[src/combiner_pkg.sv]
package combiner_pkg;
    localparam logic [7:0] ctrl_off = 8'h00;
    localparam logic [7:0] force_off = 8'h04;
    localparam logic [7:0] atten_off = 8'h08;
    localparam logic [7:0] offset1_off = 8'h0c;
    localparam logic [7:0] offset2_off = 8'h10;
    localparam logic [7:0] offset3_off = 8'h14;
    localparam logic [7:0] equalize_off = 8'h18;
    localparam logic [7:0] status_off = 8'h1c;
    localparam logic [7:0] mask_off = 8'h20;
    localparam logic [7:0] inputs_off = 8'h24;
    localparam logic [7:0] force_pair_12 = 8'h0c;
    localparam logic [7:0] force_pair_13 = 8'h0d;
    localparam logic [7:0] force_pair_23 = 8'h17;
    localparam logic [2:0] pair_12_on = 3'h3;
    localparam logic [2:0] pair_13_on = 3'h5;
    localparam logic [2:0] pair_23_on = 3'h6;
    localparam int combine_bit = 0;
    localparam int start_bit = 0;
    localparam int st_switch = 0;
    localparam int st_summary = 1;
    localparam int st_amp_lo = 2;
    localparam int st_equalize = 5;
    localparam int status_w = 6;
    localparam logic ctrl_reset = 1'b1;
    localparam logic [7:0] force_reset = force_pair_12;
    localparam logic [15:0] atten_reset = 16'h0000;
    localparam logic [15:0] offset_reset = 16'h0000;
    localparam logic [status_w-1:0] mask_reset = 6'h00;
    localparam int blink_half_ms = 500;
    localparam int clk_mhz = 250;
    localparam int blink_half_default = blink_half_ms * clk_mhz * 1000;
endpackage

[src/sync2.sv]
`timescale 1ns/1ps
module sync2 #(parameter int width = 1) (
    // Clock and reset
    input wire logic pclk,
    input wire logic presetn,
    // Data
    input wire logic [width-1:0] d,
    output logic [width-1:0] q
);
    logic [width-1:0] meta;
    logic [width-1:0] next_meta;
    logic [width-1:0] next_q;

    always_comb begin
        next_meta = d;
        next_q = meta;
    end

    always_ff @(posedge pclk or negedge presetn) begin
        if (!presetn) begin
            meta <= '0;
            q <= '0;
        end else begin
            meta <= next_meta;
            q <= next_q;
        end
    end
endmodule

[src/blink_timer.sv]
`timescale 1ns/1ps
module blink_timer #(parameter int half_cycles = 4) (
    // Clock and reset
    input wire logic pclk,
    input wire logic presetn,
    // Shared blink phase
    output logic blink
);
    localparam int cw = (half_cycles > 1) ? $clog2(half_cycles) : 1;
    localparam logic [cw-1:0] last = cw'(half_cycles - 1);
    logic [cw-1:0] cnt;
    logic [cw-1:0] next_cnt;
    logic next_blink;

    // One counter for all LEDs keeps every flash in phase
    always_comb begin
        next_cnt = cnt + cw'(1);
        next_blink = blink;
        if (cnt == last) begin
            next_cnt = '0;
            next_blink = ~blink;
        end
    end

    always_ff @(posedge pclk or negedge presetn) begin
        if (!presetn) begin
            cnt <= '0;
            blink <= 1'b0;
        end else begin
            cnt <= next_cnt;
            blink <= next_blink;
        end
    end
endmodule

[src/combiner_status_led_logic.sv]
// The APB register port and the register addresses are this design's own decisions.
`timescale 1ns/1ps
module combiner_status_led_logic
    import combiner_pkg::*;
#(
    parameter int blink_half_cycles = blink_half_default
) (
    // Clock and reset
    input wire logic pclk,
    input wire logic presetn,
    // APB slave
    input wire logic psel,
    input wire logic penable,
    input wire logic pwrite,
    input wire logic [7:0] paddr,
    input wire logic [31:0] pwdata,
    output logic [31:0] prdata,
    output logic pready,
    output logic pslverr,
    // Amplifier and combiner status pins
    input wire logic [2:0] amp_fault,
    input wire logic [2:0] amp_mute,
    input wire logic [2:0] amp_online,
    input wire logic switch_fault,
    input wire logic summary_fault,
    // Stored calibration gains, 0.01 dB units
    input wire logic [15:0] cal_gain1,
    input wire logic [15:0] cal_gain2,
    input wire logic [15:0] cal_gain3,
    // Indicators
    output logic summary_led_red,
    output logic summary_led_green,
    output logic [2:0] amp_led_red,
    output logic [2:0] amp_led_green,
    // Gain path controls
    output logic [2:0] amp_online_cmd,
    output logic [15:0] atten,
    output logic [15:0] amp_offset1,
    output logic [15:0] amp_offset2,
    output logic [15:0] amp_offset3,
    // Interrupt
    output logic irq
);
    typedef enum logic [1:0] {eq_idle, eq_min, eq_set} eq_state_t;

    logic [58:0] sync_q;
    logic [2:0] s_fault;
    logic [2:0] s_mute;
    logic [2:0] s_online;
    logic s_sw;
    logic s_sum;
    logic [2:0][15:0] s_gain;
    logic blink;

    // Inputs are sampled after two flops; gains must be steady on request
    sync2 #(.width(59)) u_sync (
        .pclk(pclk),
        .presetn(presetn),
        .d({cal_gain3, cal_gain2, cal_gain1, summary_fault, switch_fault,
            amp_online, amp_mute, amp_fault}),
        .q(sync_q)
    );

    blink_timer #(.half_cycles(blink_half_cycles)) u_blink (
        .pclk(pclk),
        .presetn(presetn),
        .blink(blink)
    );

    assign s_fault = sync_q[2:0];
    assign s_mute = sync_q[5:3];
    assign s_online = sync_q[8:6];
    assign s_sw = sync_q[9];
    assign s_sum = sync_q[10];
    assign s_gain = sync_q[58:11];

    // Returns {red, green}; both lit means orange
    function automatic logic [1:0] amp_led(input logic fault, input logic mute,
                                           input logic online,
                                           input logic combine,
                                           input logic bl);
        logic [1:0] v;
        v = 2'b00;
        if (fault && online) begin
            v = 2'b10;
        end else if (fault) begin
            v = {bl, 1'b0};
        end else if (online) begin
            v = mute ? 2'b11 : 2'b01;
        end else if (!combine) begin
            v = mute ? {bl, bl} : {1'b0, bl};
        end
        return v;
    endfunction

    function automatic logic [2:0] pair_enable(input logic [7:0] v);
        logic [2:0] e;
        case (v)
            force_pair_12: e = pair_12_on;
            force_pair_13: e = pair_13_on;
            force_pair_23: e = pair_23_on;
            default: e = 3'h0;
        endcase
        return e;
    endfunction

    function automatic logic addr_ok(input logic [7:0] a);
        return (a[1:0] == 2'b00) && (a <= inputs_off);
    endfunction

    logic combine;
    logic [7:0] force_pair;
    logic [2:0][15:0] offs;
    logic [status_w-1:0] status;
    logic [status_w-1:0] mask;
    logic [2:0][15:0] gain;
    logic [15:0] gmin;
    eq_state_t eq_state;
    logic [2:0] prev_fault;
    logic prev_sw;
    logic prev_sum;

    logic next_combine;
    logic [7:0] next_force_pair;
    logic [15:0] next_atten;
    logic [2:0][15:0] next_offs;
    logic [status_w-1:0] next_status;
    logic [status_w-1:0] next_mask;
    logic [2:0][15:0] next_gain;
    logic [15:0] next_gmin;
    eq_state_t next_eq_state;
    logic [31:0] next_prdata;
    logic next_pready;
    logic next_pslverr;
    logic next_irq;
    logic next_sum_red;
    logic next_sum_green;
    logic [2:0] next_amp_red;
    logic [2:0] next_amp_green;
    logic [2:0] next_online_cmd;

    logic setup;
    logic wr;
    logic rd;
    logic eq_start;
    logic eq_done;
    logic [status_w-1:0] events;
    logic [31:0] rd_value;
    logic [15:0] min01;

    assign setup = psel & ~penable;
    assign wr = psel & penable & pready & pwrite;
    assign rd = psel & penable & pready & ~pwrite;
    assign eq_start = wr && paddr == equalize_off && pwdata[start_bit]
                      && eq_state == eq_idle;
    assign eq_done = eq_state == eq_set;
    assign events = {eq_done, s_fault & ~prev_fault, s_sum & ~prev_sum,
                     s_sw & ~prev_sw};
    assign min01 = (gain[1] < gain[0]) ? gain[1] : gain[0];

    always_comb begin
        rd_value = 32'h0000_0000;
        case (paddr)
            ctrl_off: rd_value[combine_bit] = combine;
            force_off: rd_value[7:0] = force_pair;
            atten_off: rd_value[15:0] = atten;
            offset1_off: rd_value[15:0] = offs[0];
            offset2_off: rd_value[15:0] = offs[1];
            offset3_off: rd_value[15:0] = offs[2];
            equalize_off: rd_value[start_bit] = eq_state != eq_idle;
            status_off: rd_value[status_w-1:0] = status;
            mask_off: rd_value[status_w-1:0] = mask;
            inputs_off: rd_value[10:0] = sync_q[10:0];
            default: rd_value = 32'h0000_0000;
        endcase
    end

    always_comb begin
        next_combine = combine;
        next_force_pair = force_pair;
        next_atten = atten;
        next_offs = offs;
        next_mask = mask;
        next_gain = gain;
        next_gmin = gmin;
        next_eq_state = eq_state;
        next_prdata = prdata;
        next_pready = 1'b0;
        next_pslverr = 1'b0;
        // Answer one cycle after setup: zero wait states
        if (setup) begin
            next_pready = 1'b1;
            next_prdata = pwrite ? 32'h0000_0000 : rd_value;
            next_pslverr = !addr_ok(paddr)
                           || (pwrite && paddr == force_off
                               && pair_enable(pwdata[7:0]) == 3'h0);
        end
        if (wr) begin
            case (paddr)
                ctrl_off: next_combine = pwdata[combine_bit];
                force_off: begin
                    if (pair_enable(pwdata[7:0]) != 3'h0) begin
                        next_force_pair = pwdata[7:0];
                    end
                end
                atten_off: next_atten = pwdata[15:0];
                offset1_off: next_offs[0] = pwdata[15:0];
                offset2_off: next_offs[1] = pwdata[15:0];
                offset3_off: next_offs[2] = pwdata[15:0];
                mask_off: next_mask = pwdata[status_w-1:0];
                default: next_mask = mask;
            endcase
        end
        // Equalizer overrides a same-cycle offset write
        case (eq_state)
            eq_idle: begin
                if (eq_start) begin
                    next_gain = s_gain;
                    next_eq_state = eq_min;
                end
            end
            eq_min: begin
                next_gmin = (gain[2] < min01) ? gain[2] : min01;
                next_eq_state = eq_set;
            end
            eq_set: begin
                for (int i = 0; i < 3; i++) begin
                    next_offs[i] = gain[i] - gmin;
                end
                next_eq_state = eq_idle;
            end
            default: next_eq_state = eq_idle;
        endcase
        // A new event beats the read that clears the flag
        if (rd && paddr == status_off) begin
            next_status = events;
        end else begin
            next_status = status | events;
        end
        next_irq = |(next_status & next_mask);
        next_online_cmd = pair_enable(next_force_pair);
        next_sum_green = !s_sw && !s_sum;
        next_sum_red = s_sw ? blink : s_sum;
        for (int i = 0; i < 3; i++) begin
            {next_amp_red[i], next_amp_green[i]} =
                amp_led(s_fault[i], s_mute[i], s_online[i], combine, blink);
        end
    end

    always_ff @(posedge pclk or negedge presetn) begin
        if (!presetn) begin
            combine <= ctrl_reset;
            force_pair <= force_reset;
            atten <= atten_reset;
            offs <= {3{offset_reset}};
            status <= '0;
            mask <= mask_reset;
            gain <= '0;
            gmin <= 16'h0000;
            eq_state <= eq_idle;
            prev_fault <= 3'h0;
            prev_sw <= 1'b0;
            prev_sum <= 1'b0;
            prdata <= 32'h0000_0000;
            pready <= 1'b0;
            pslverr <= 1'b0;
            irq <= 1'b0;
            summary_led_red <= 1'b0;
            summary_led_green <= 1'b0;
            amp_led_red <= 3'h0;
            amp_led_green <= 3'h0;
            amp_online_cmd <= pair_12_on;
        end else begin
            combine <= next_combine;
            force_pair <= next_force_pair;
            atten <= next_atten;
            offs <= next_offs;
            status <= next_status;
            mask <= next_mask;
            gain <= next_gain;
            gmin <= next_gmin;
            eq_state <= next_eq_state;
            prev_fault <= s_fault;
            prev_sw <= s_sw;
            prev_sum <= s_sum;
            prdata <= next_prdata;
            pready <= next_pready;
            pslverr <= next_pslverr;
            irq <= next_irq;
            summary_led_red <= next_sum_red;
            summary_led_green <= next_sum_green;
            amp_led_red <= next_amp_red;
            amp_led_green <= next_amp_green;
            amp_online_cmd <= next_online_cmd;
        end
    end

    assign amp_offset1 = offs[0];
    assign amp_offset2 = offs[1];
    assign amp_offset3 = offs[2];
endmodule

[config.mk]
export PLATFORM = sky130hd
export DESIGN_NAME = combiner_status_led_logic
export DESIGN_NICKNAME = d
export VERILOG_FILES = /design/src/combiner_pkg.sv /design/src/sync2.sv /design/src/blink_timer.sv /design/src/combiner_status_led_logic.sv
export SDC_FILE = /design/constraint.sdc
export NUM_CORES = 1
export LEC_CHECK = 0
export BUFFER_PORTS_ARGS = -buffer_cell sky130_fd_sc_hd__buf_2
export CAP_MARGIN = 30
export CORE_MARGIN = 3
export CORE_UTILIZATION = 55
export DETAILED_ROUTE_END_ITERATION = 8
export GPL_TIMING_DRIVEN = 0
export PLACE_DENSITY = 0.82
export SYNTH_ARGS = -nofsm -noshare
export SYNTH_HDL_FRONTEND = slang
export SYNTH_SLANG_ARGS = --single-unit
export TNS_END_PERCENT = 20
[constraint.sdc]
create_clock -name pclk -period 5.1 [get_ports pclk]
set_input_delay 0.51 -clock pclk [delete_from_list [all_inputs] [get_ports pclk]]
set_output_delay 0.51 -clock pclk [all_outputs]
set_load 0.01 [all_outputs]
==> results by stage <==
Worst hold path:
- Along the worst hold path, the cell count comes to 1.
- The min-delay analysis places its worst path in the category input pin to flip-flop.
- The worst min-delay path endpoint is u_sync.meta[23].
- The startpoint of the most critical hold path is cal_gain1[12].

Setup path:
- Along the worst path, the maximum fanout reaches 10.
- The critical path is of the flip-flop to flip-flop type.
- In this run the critical register-to-register path is captured at gmin[6].
- The worst setup path is launched from a flip-flop.
- The reg2reg setup slack is just under 0.3 ns.
- The startpoint of the worst-slack reg-to-reg timing path is gain[5].
- STA puts the critical path data required time at 5.47 ns.
- The endpoint kind of the worst setup timing path is a flip-flop.
- In this run the worst setup path begins at gain[5].
- The worst path arrival time is about 5.2 ns.
- The count of cells along the worst register-to-register path is 20.

Clock tree:
- The clock passes through at most 3 buffers.
- The H-tree generated during clock tree synthesis spans 2 levels.
- The count of clock tree sinks is between 300 and 400.
- The source-to-sink clock delay at the later pin of the worst-skew pair is between 0.5 and 0.6 ns.
- TritonCTS built the clock tree.
- Once the clock tree was built, the setup fixing pass inserted 0 buffers.
- The clock transition at the registers of the reported paths is 0.06 ns.
- The number of CTS-inserted buffers is 36.
- The buffer cell driving the clock tree root is sky130_fd_sc_hd__clkbuf_16.

Routing:
- The violation count after the first detailed-routing iteration is between 900 and 1000.
- The number of optimization iterations in the first detailed-route pass is 6.
- After detailed routing, the total wire length is ~42 mm.
- In the routed design, unresolved DRC markers number 0.
- The post-route antenna net violation count is 0.
- For this block, the via count after detailed routing is roughly 12000.
- In the final routed layout, each cell accounts on average for around 20 microns.
- In the routed layout, each cell is associated on average with a via count of ~5.8.

Synth:
- The async set-reset flop share out of synthesis is between 90% and 100%.
- Counting every instance in the synthesized netlist gives roughly 1400.
- Of the synthesized area, sequential elements account for 52.8%.
- The synthesized area per cell is between 10 and 15 sq um.
- Counting flops with a built-in enable in the synthesized netlist gives 0.
- The number of library cell types mapped by synthesis is slightly above 80.
- The synthesized design contains roughly 330 register bits.
- The fraction of synthesized cell area taken by the top area cell type is 52.0%.
- The Yosys step of the flow raised 0 warnings.
- The most common flop cell mapped by yosys is sky130_fd_sc_hd__dfrtp_1.
- By area the synthesized netlist is led by sky130_fd_sc_hd__dfrtp_1 (52%), sky130_fd_sc_hd__ha_1 (6.0%), sky130_fd_sc_hd__mux2_2 (4.9%).
- The cell with the most instances after synthesis is sky130_fd_sc_hd__dfrtp_1.
- The library cell occupying the most area in the post-synthesis netlist is sky130_fd_sc_hd__dfrtp_1.
- The synthesized area is around 16000 sq um.
- The commonest cells after synthesis are sky130_fd_sc_hd__dfrtp_1 (327), sky130_fd_sc_hd__nand2_1 (118), sky130_fd_sc_hd__o21ai_0 (113), sky130_fd_sc_hd__ha_1 (76).

STA:
- The number of slew-limit violations in the final report is 0.
- The tightest hold path in the finished design has a slack of 0.0989 ns.
- Summed over all failing endpoints, the final setup total negative slack is 0 ns.
- The relative slew slack is 40.7%.
- The clock skew is ~0.016 ns.
- The worst path needs 4.81 ns of the cycle, external delays included.
- The transition at the pin with the smallest max-transition slack is between 0.8 and 0.9 ns.
- The hold violation count in the final report is 0.
- The setup-violating endpoint count in the final report is 0.
- Setup repair after global routing left no endpoint under its margin.
- The top achievable clock speed is 0.208 GHz.
- The final clock period utilization by the worst path is a little over nine tenths.

Floorplan:
- Measured along the y axis, the die boundary spans 175 microns.
- The initial utilization of the core area, before any placement, comes to 56.2%.
- The area of the placeable core is ~28000 sq um.
- approximately 210 I/O pins were placed.
- The horizontal extent of the die is ~180 microns.
- The total number of placement rows is 61.
- The floorplan step defined a die boundary enclosing 30700 sq um.

Finish:
- The non-filler instance count after layout is ~2000.
- The post-route netlist has between 20% and 30% of its cells at a drive strength greater than 1.
- The final net count is around 1800.
- Cells fill between 60% and 70% of the core in the end.
- The layout has around 2200 filler cells.
- The number of antenna repair diodes is 0.
- The growth of design area from synthesis to finish is 17.5%.

Placement:
- During placement, the flow inserted port buffers numbering roughly 180.
- Summed over all nets, the half-perimeter wirelength after detailed placement is 31.8 mm.
- Counting tap cells, the placed design contains a total of around 2000 instances.
- At the end of routability-driven placement, the weighted congestion stood at 0.956.

Global route:
- The number of global-route vias before repair is 12030.
- Global routing used between 20 and 30% of the available tracks.
- The initial antenna violation count was 0.
- Entering global routing, the biggest net connects 106 pins.
- Summed over all layers, the global routing overflow is 0.
- The first global-routing pass estimated about 66 mm of wire.

Outcome:
- The run finished with clean final reports.

Power and ir drop:
- Summed over all cells, the static leakage comes to approximately 8.9 nW.
- The ratio of total power to cell area is approximately 300 nW/um^2.
- VDD sags by at most a little under 300 uV.

Flow run:
- Across the run, the number of max-cap violations was 0.
[flip-flops by register name, summed over array words and instances, names as in the netlist, 3 cells and up]
signal          flops
prev_fault          3
u_sync.q           59
amp_led_green       3
amp_led_red         3
status              6
mask                6
u_blink.cnt        27
atten              16
amp_offset2        16
gmin               16
force_pair          8
prdata             16
gain               48
u_sync.meta        59
amp_online_cmd      3
amp_offset1        16
amp_offset3        16
[worst max-delay path, cell delays in order (launching register included)]
cell and delay (ns):
sky130_fd_sc_hd__dfrtp_1 0.42, sky130_fd_sc_hd__inv_1 0.10, sky130_fd_sc_hd__ha_1 0.31, sky130_fd_sc_hd__a211oi_1 0.24
sky130_fd_sc_hd__nor2_1 0.09, sky130_fd_sc_hd__o21bai_1 0.22, sky130_fd_sc_hd__a31oi_4 0.14, sky130_fd_sc_hd__o211ai_4 0.32
sky130_fd_sc_hd__clkbuf_1 0.42, sky130_fd_sc_hd__a21oi_1 0.12, sky130_fd_sc_hd__a21oi_1 0.22, sky130_fd_sc_hd__ha_1 0.29
sky130_fd_sc_hd__a21o_1 0.16, sky130_fd_sc_hd__a21o_1 0.17, sky130_fd_sc_hd__a21oi_1 0.19, sky130_fd_sc_hd__o21a_1 0.21
sky130_fd_sc_hd__nand3_1 0.16, sky130_fd_sc_hd__nor3_4 0.34, sky130_fd_sc_hd__or3_4 0.25, sky130_fd_sc_hd__buf_6 0.18
sky130_fd_sc_hd__o311ai_2 0.10
[cells in the final DEF, fill, tap and decap left out, drive strengths merged, types with 12 or more instances in the layout]
cell type | netlist | layout
dfrtp | 327 | 327
buf | 30 | 212
o21ai | 121 | 121
nand2 | 119 | 119
clkbuf | 40 | 89
ha | 76 | 76
mux2 | 74 | 74
a21oi | 70 | 70
inv | 59 | 62
nor2 | 61 | 61
nand3 | 45 | 45
mux2i | 43 | 43
o311ai | 31 | 31
xnor2 | 27 | 27
xor2 | 23 | 23
a21o | 22 | 22
nor3 | 22 | 22
a211oi | 19 | 19
conb | 1 | 16
and3 | 15 | 15
or3 | 15 | 15
nor2b | 13 | 13
nand4 | 12 | 12
[metrics by stage]
| stage | power, W | area (sq um) | setup WS [ns] |
|---|---|---|---|
| 6_report | 0.00556 | 18500 | 0.291 |
| 3_5_place_dp | 0.00298 | 17300 | 0.195 |
| 5_1_grt | 0.00575 | 18500 | 0.115 |
| 4_1_cts | 0.00560 | 18500 | 0.139 |
| 3_3_place_gp | 0.00297 | 17200 | -2.42 |
| 2_1_floorplan | 0.00284 | 15800 | 1.08 |
[cells by family (layout without fill, tap and decap cells)]
family / Yosys count / after routing / share of synthesized area (%)
buf+inv: 129 / 376 / 3.64
mux: 117 / 117 / 8.02
fa+ha+maj: 79 / 79 / 6.42
xor+xnor: 50 / 50 / 2.78
flops: 332 / 332 / 52.8
simple gates: 353 / 353 / 11.4
compound gates: 346 / 346 / 15.0
other cells: 1 / 16 / 0.0238
[layer usage]
| layer | vias to the layer above | wire length (microns) | global-route usage (%) |
|---|---|---|---|
| li1 | 5555 | - | - |
| met4 | 0 | 1400 | 9.14 |
| met5 | - | 0 | 0 |
| met3 | 78 | 2770 | 3.43 |
| met2 | 496 | 19800 | 45.0 |
| met1 | 5783 | 18100 | 38.3 |
[layout make-up]
cell class | instances | area, sq um | area share [%]
Buffer | 70 | 355 | 1.92
Inverter | 59 | 221 | 1.20
Tap cell | 378 | 473 | 2.56
Clock inverter | 15 | 211 | 1.14
Multi-Input combinational cell | 961 | 6930 | 37.4
Sequential cell | 332 | 8310 | 44.9
Timing Repair Buffer | 183 | 998 | 5.40
Clock buffer | 49 | 1000 | 5.40
[worst max-delay path by stage]
stage / end / slack [ns] / cells past startpoint
6_report: gmin[6] / 0.29 / 20
5_1_grt: gmin[6] / 0.11 / 20
4_1_cts: gmin[9] / 0.14 / 20
3_5_place_dp: gmin[13] / 0.19 / 19
3_3_place_gp: u_sync.meta[54] / -2.42 / 1
2_1_floorplan: gmin[10] / 1.08 / 19
[power breakdown]
group / switching [W] / internal, W / leakage [nW]
logic: 0.000138 / 0.0000755 / 4.33
registers: 0.0000303 / 0.00269 / 3.96
clock network: 0.00103 / 0.00159 / 0.579
[repair_timing]
action                                  in CTS  in global routing
gates resized for setup                      0                  7
hold buffers                                 1                  0
endpoints found under the setup margin       0                 10
hold endpoints to repair                    31                  0
Note: power is estimated with default switching activity, not from simulation.
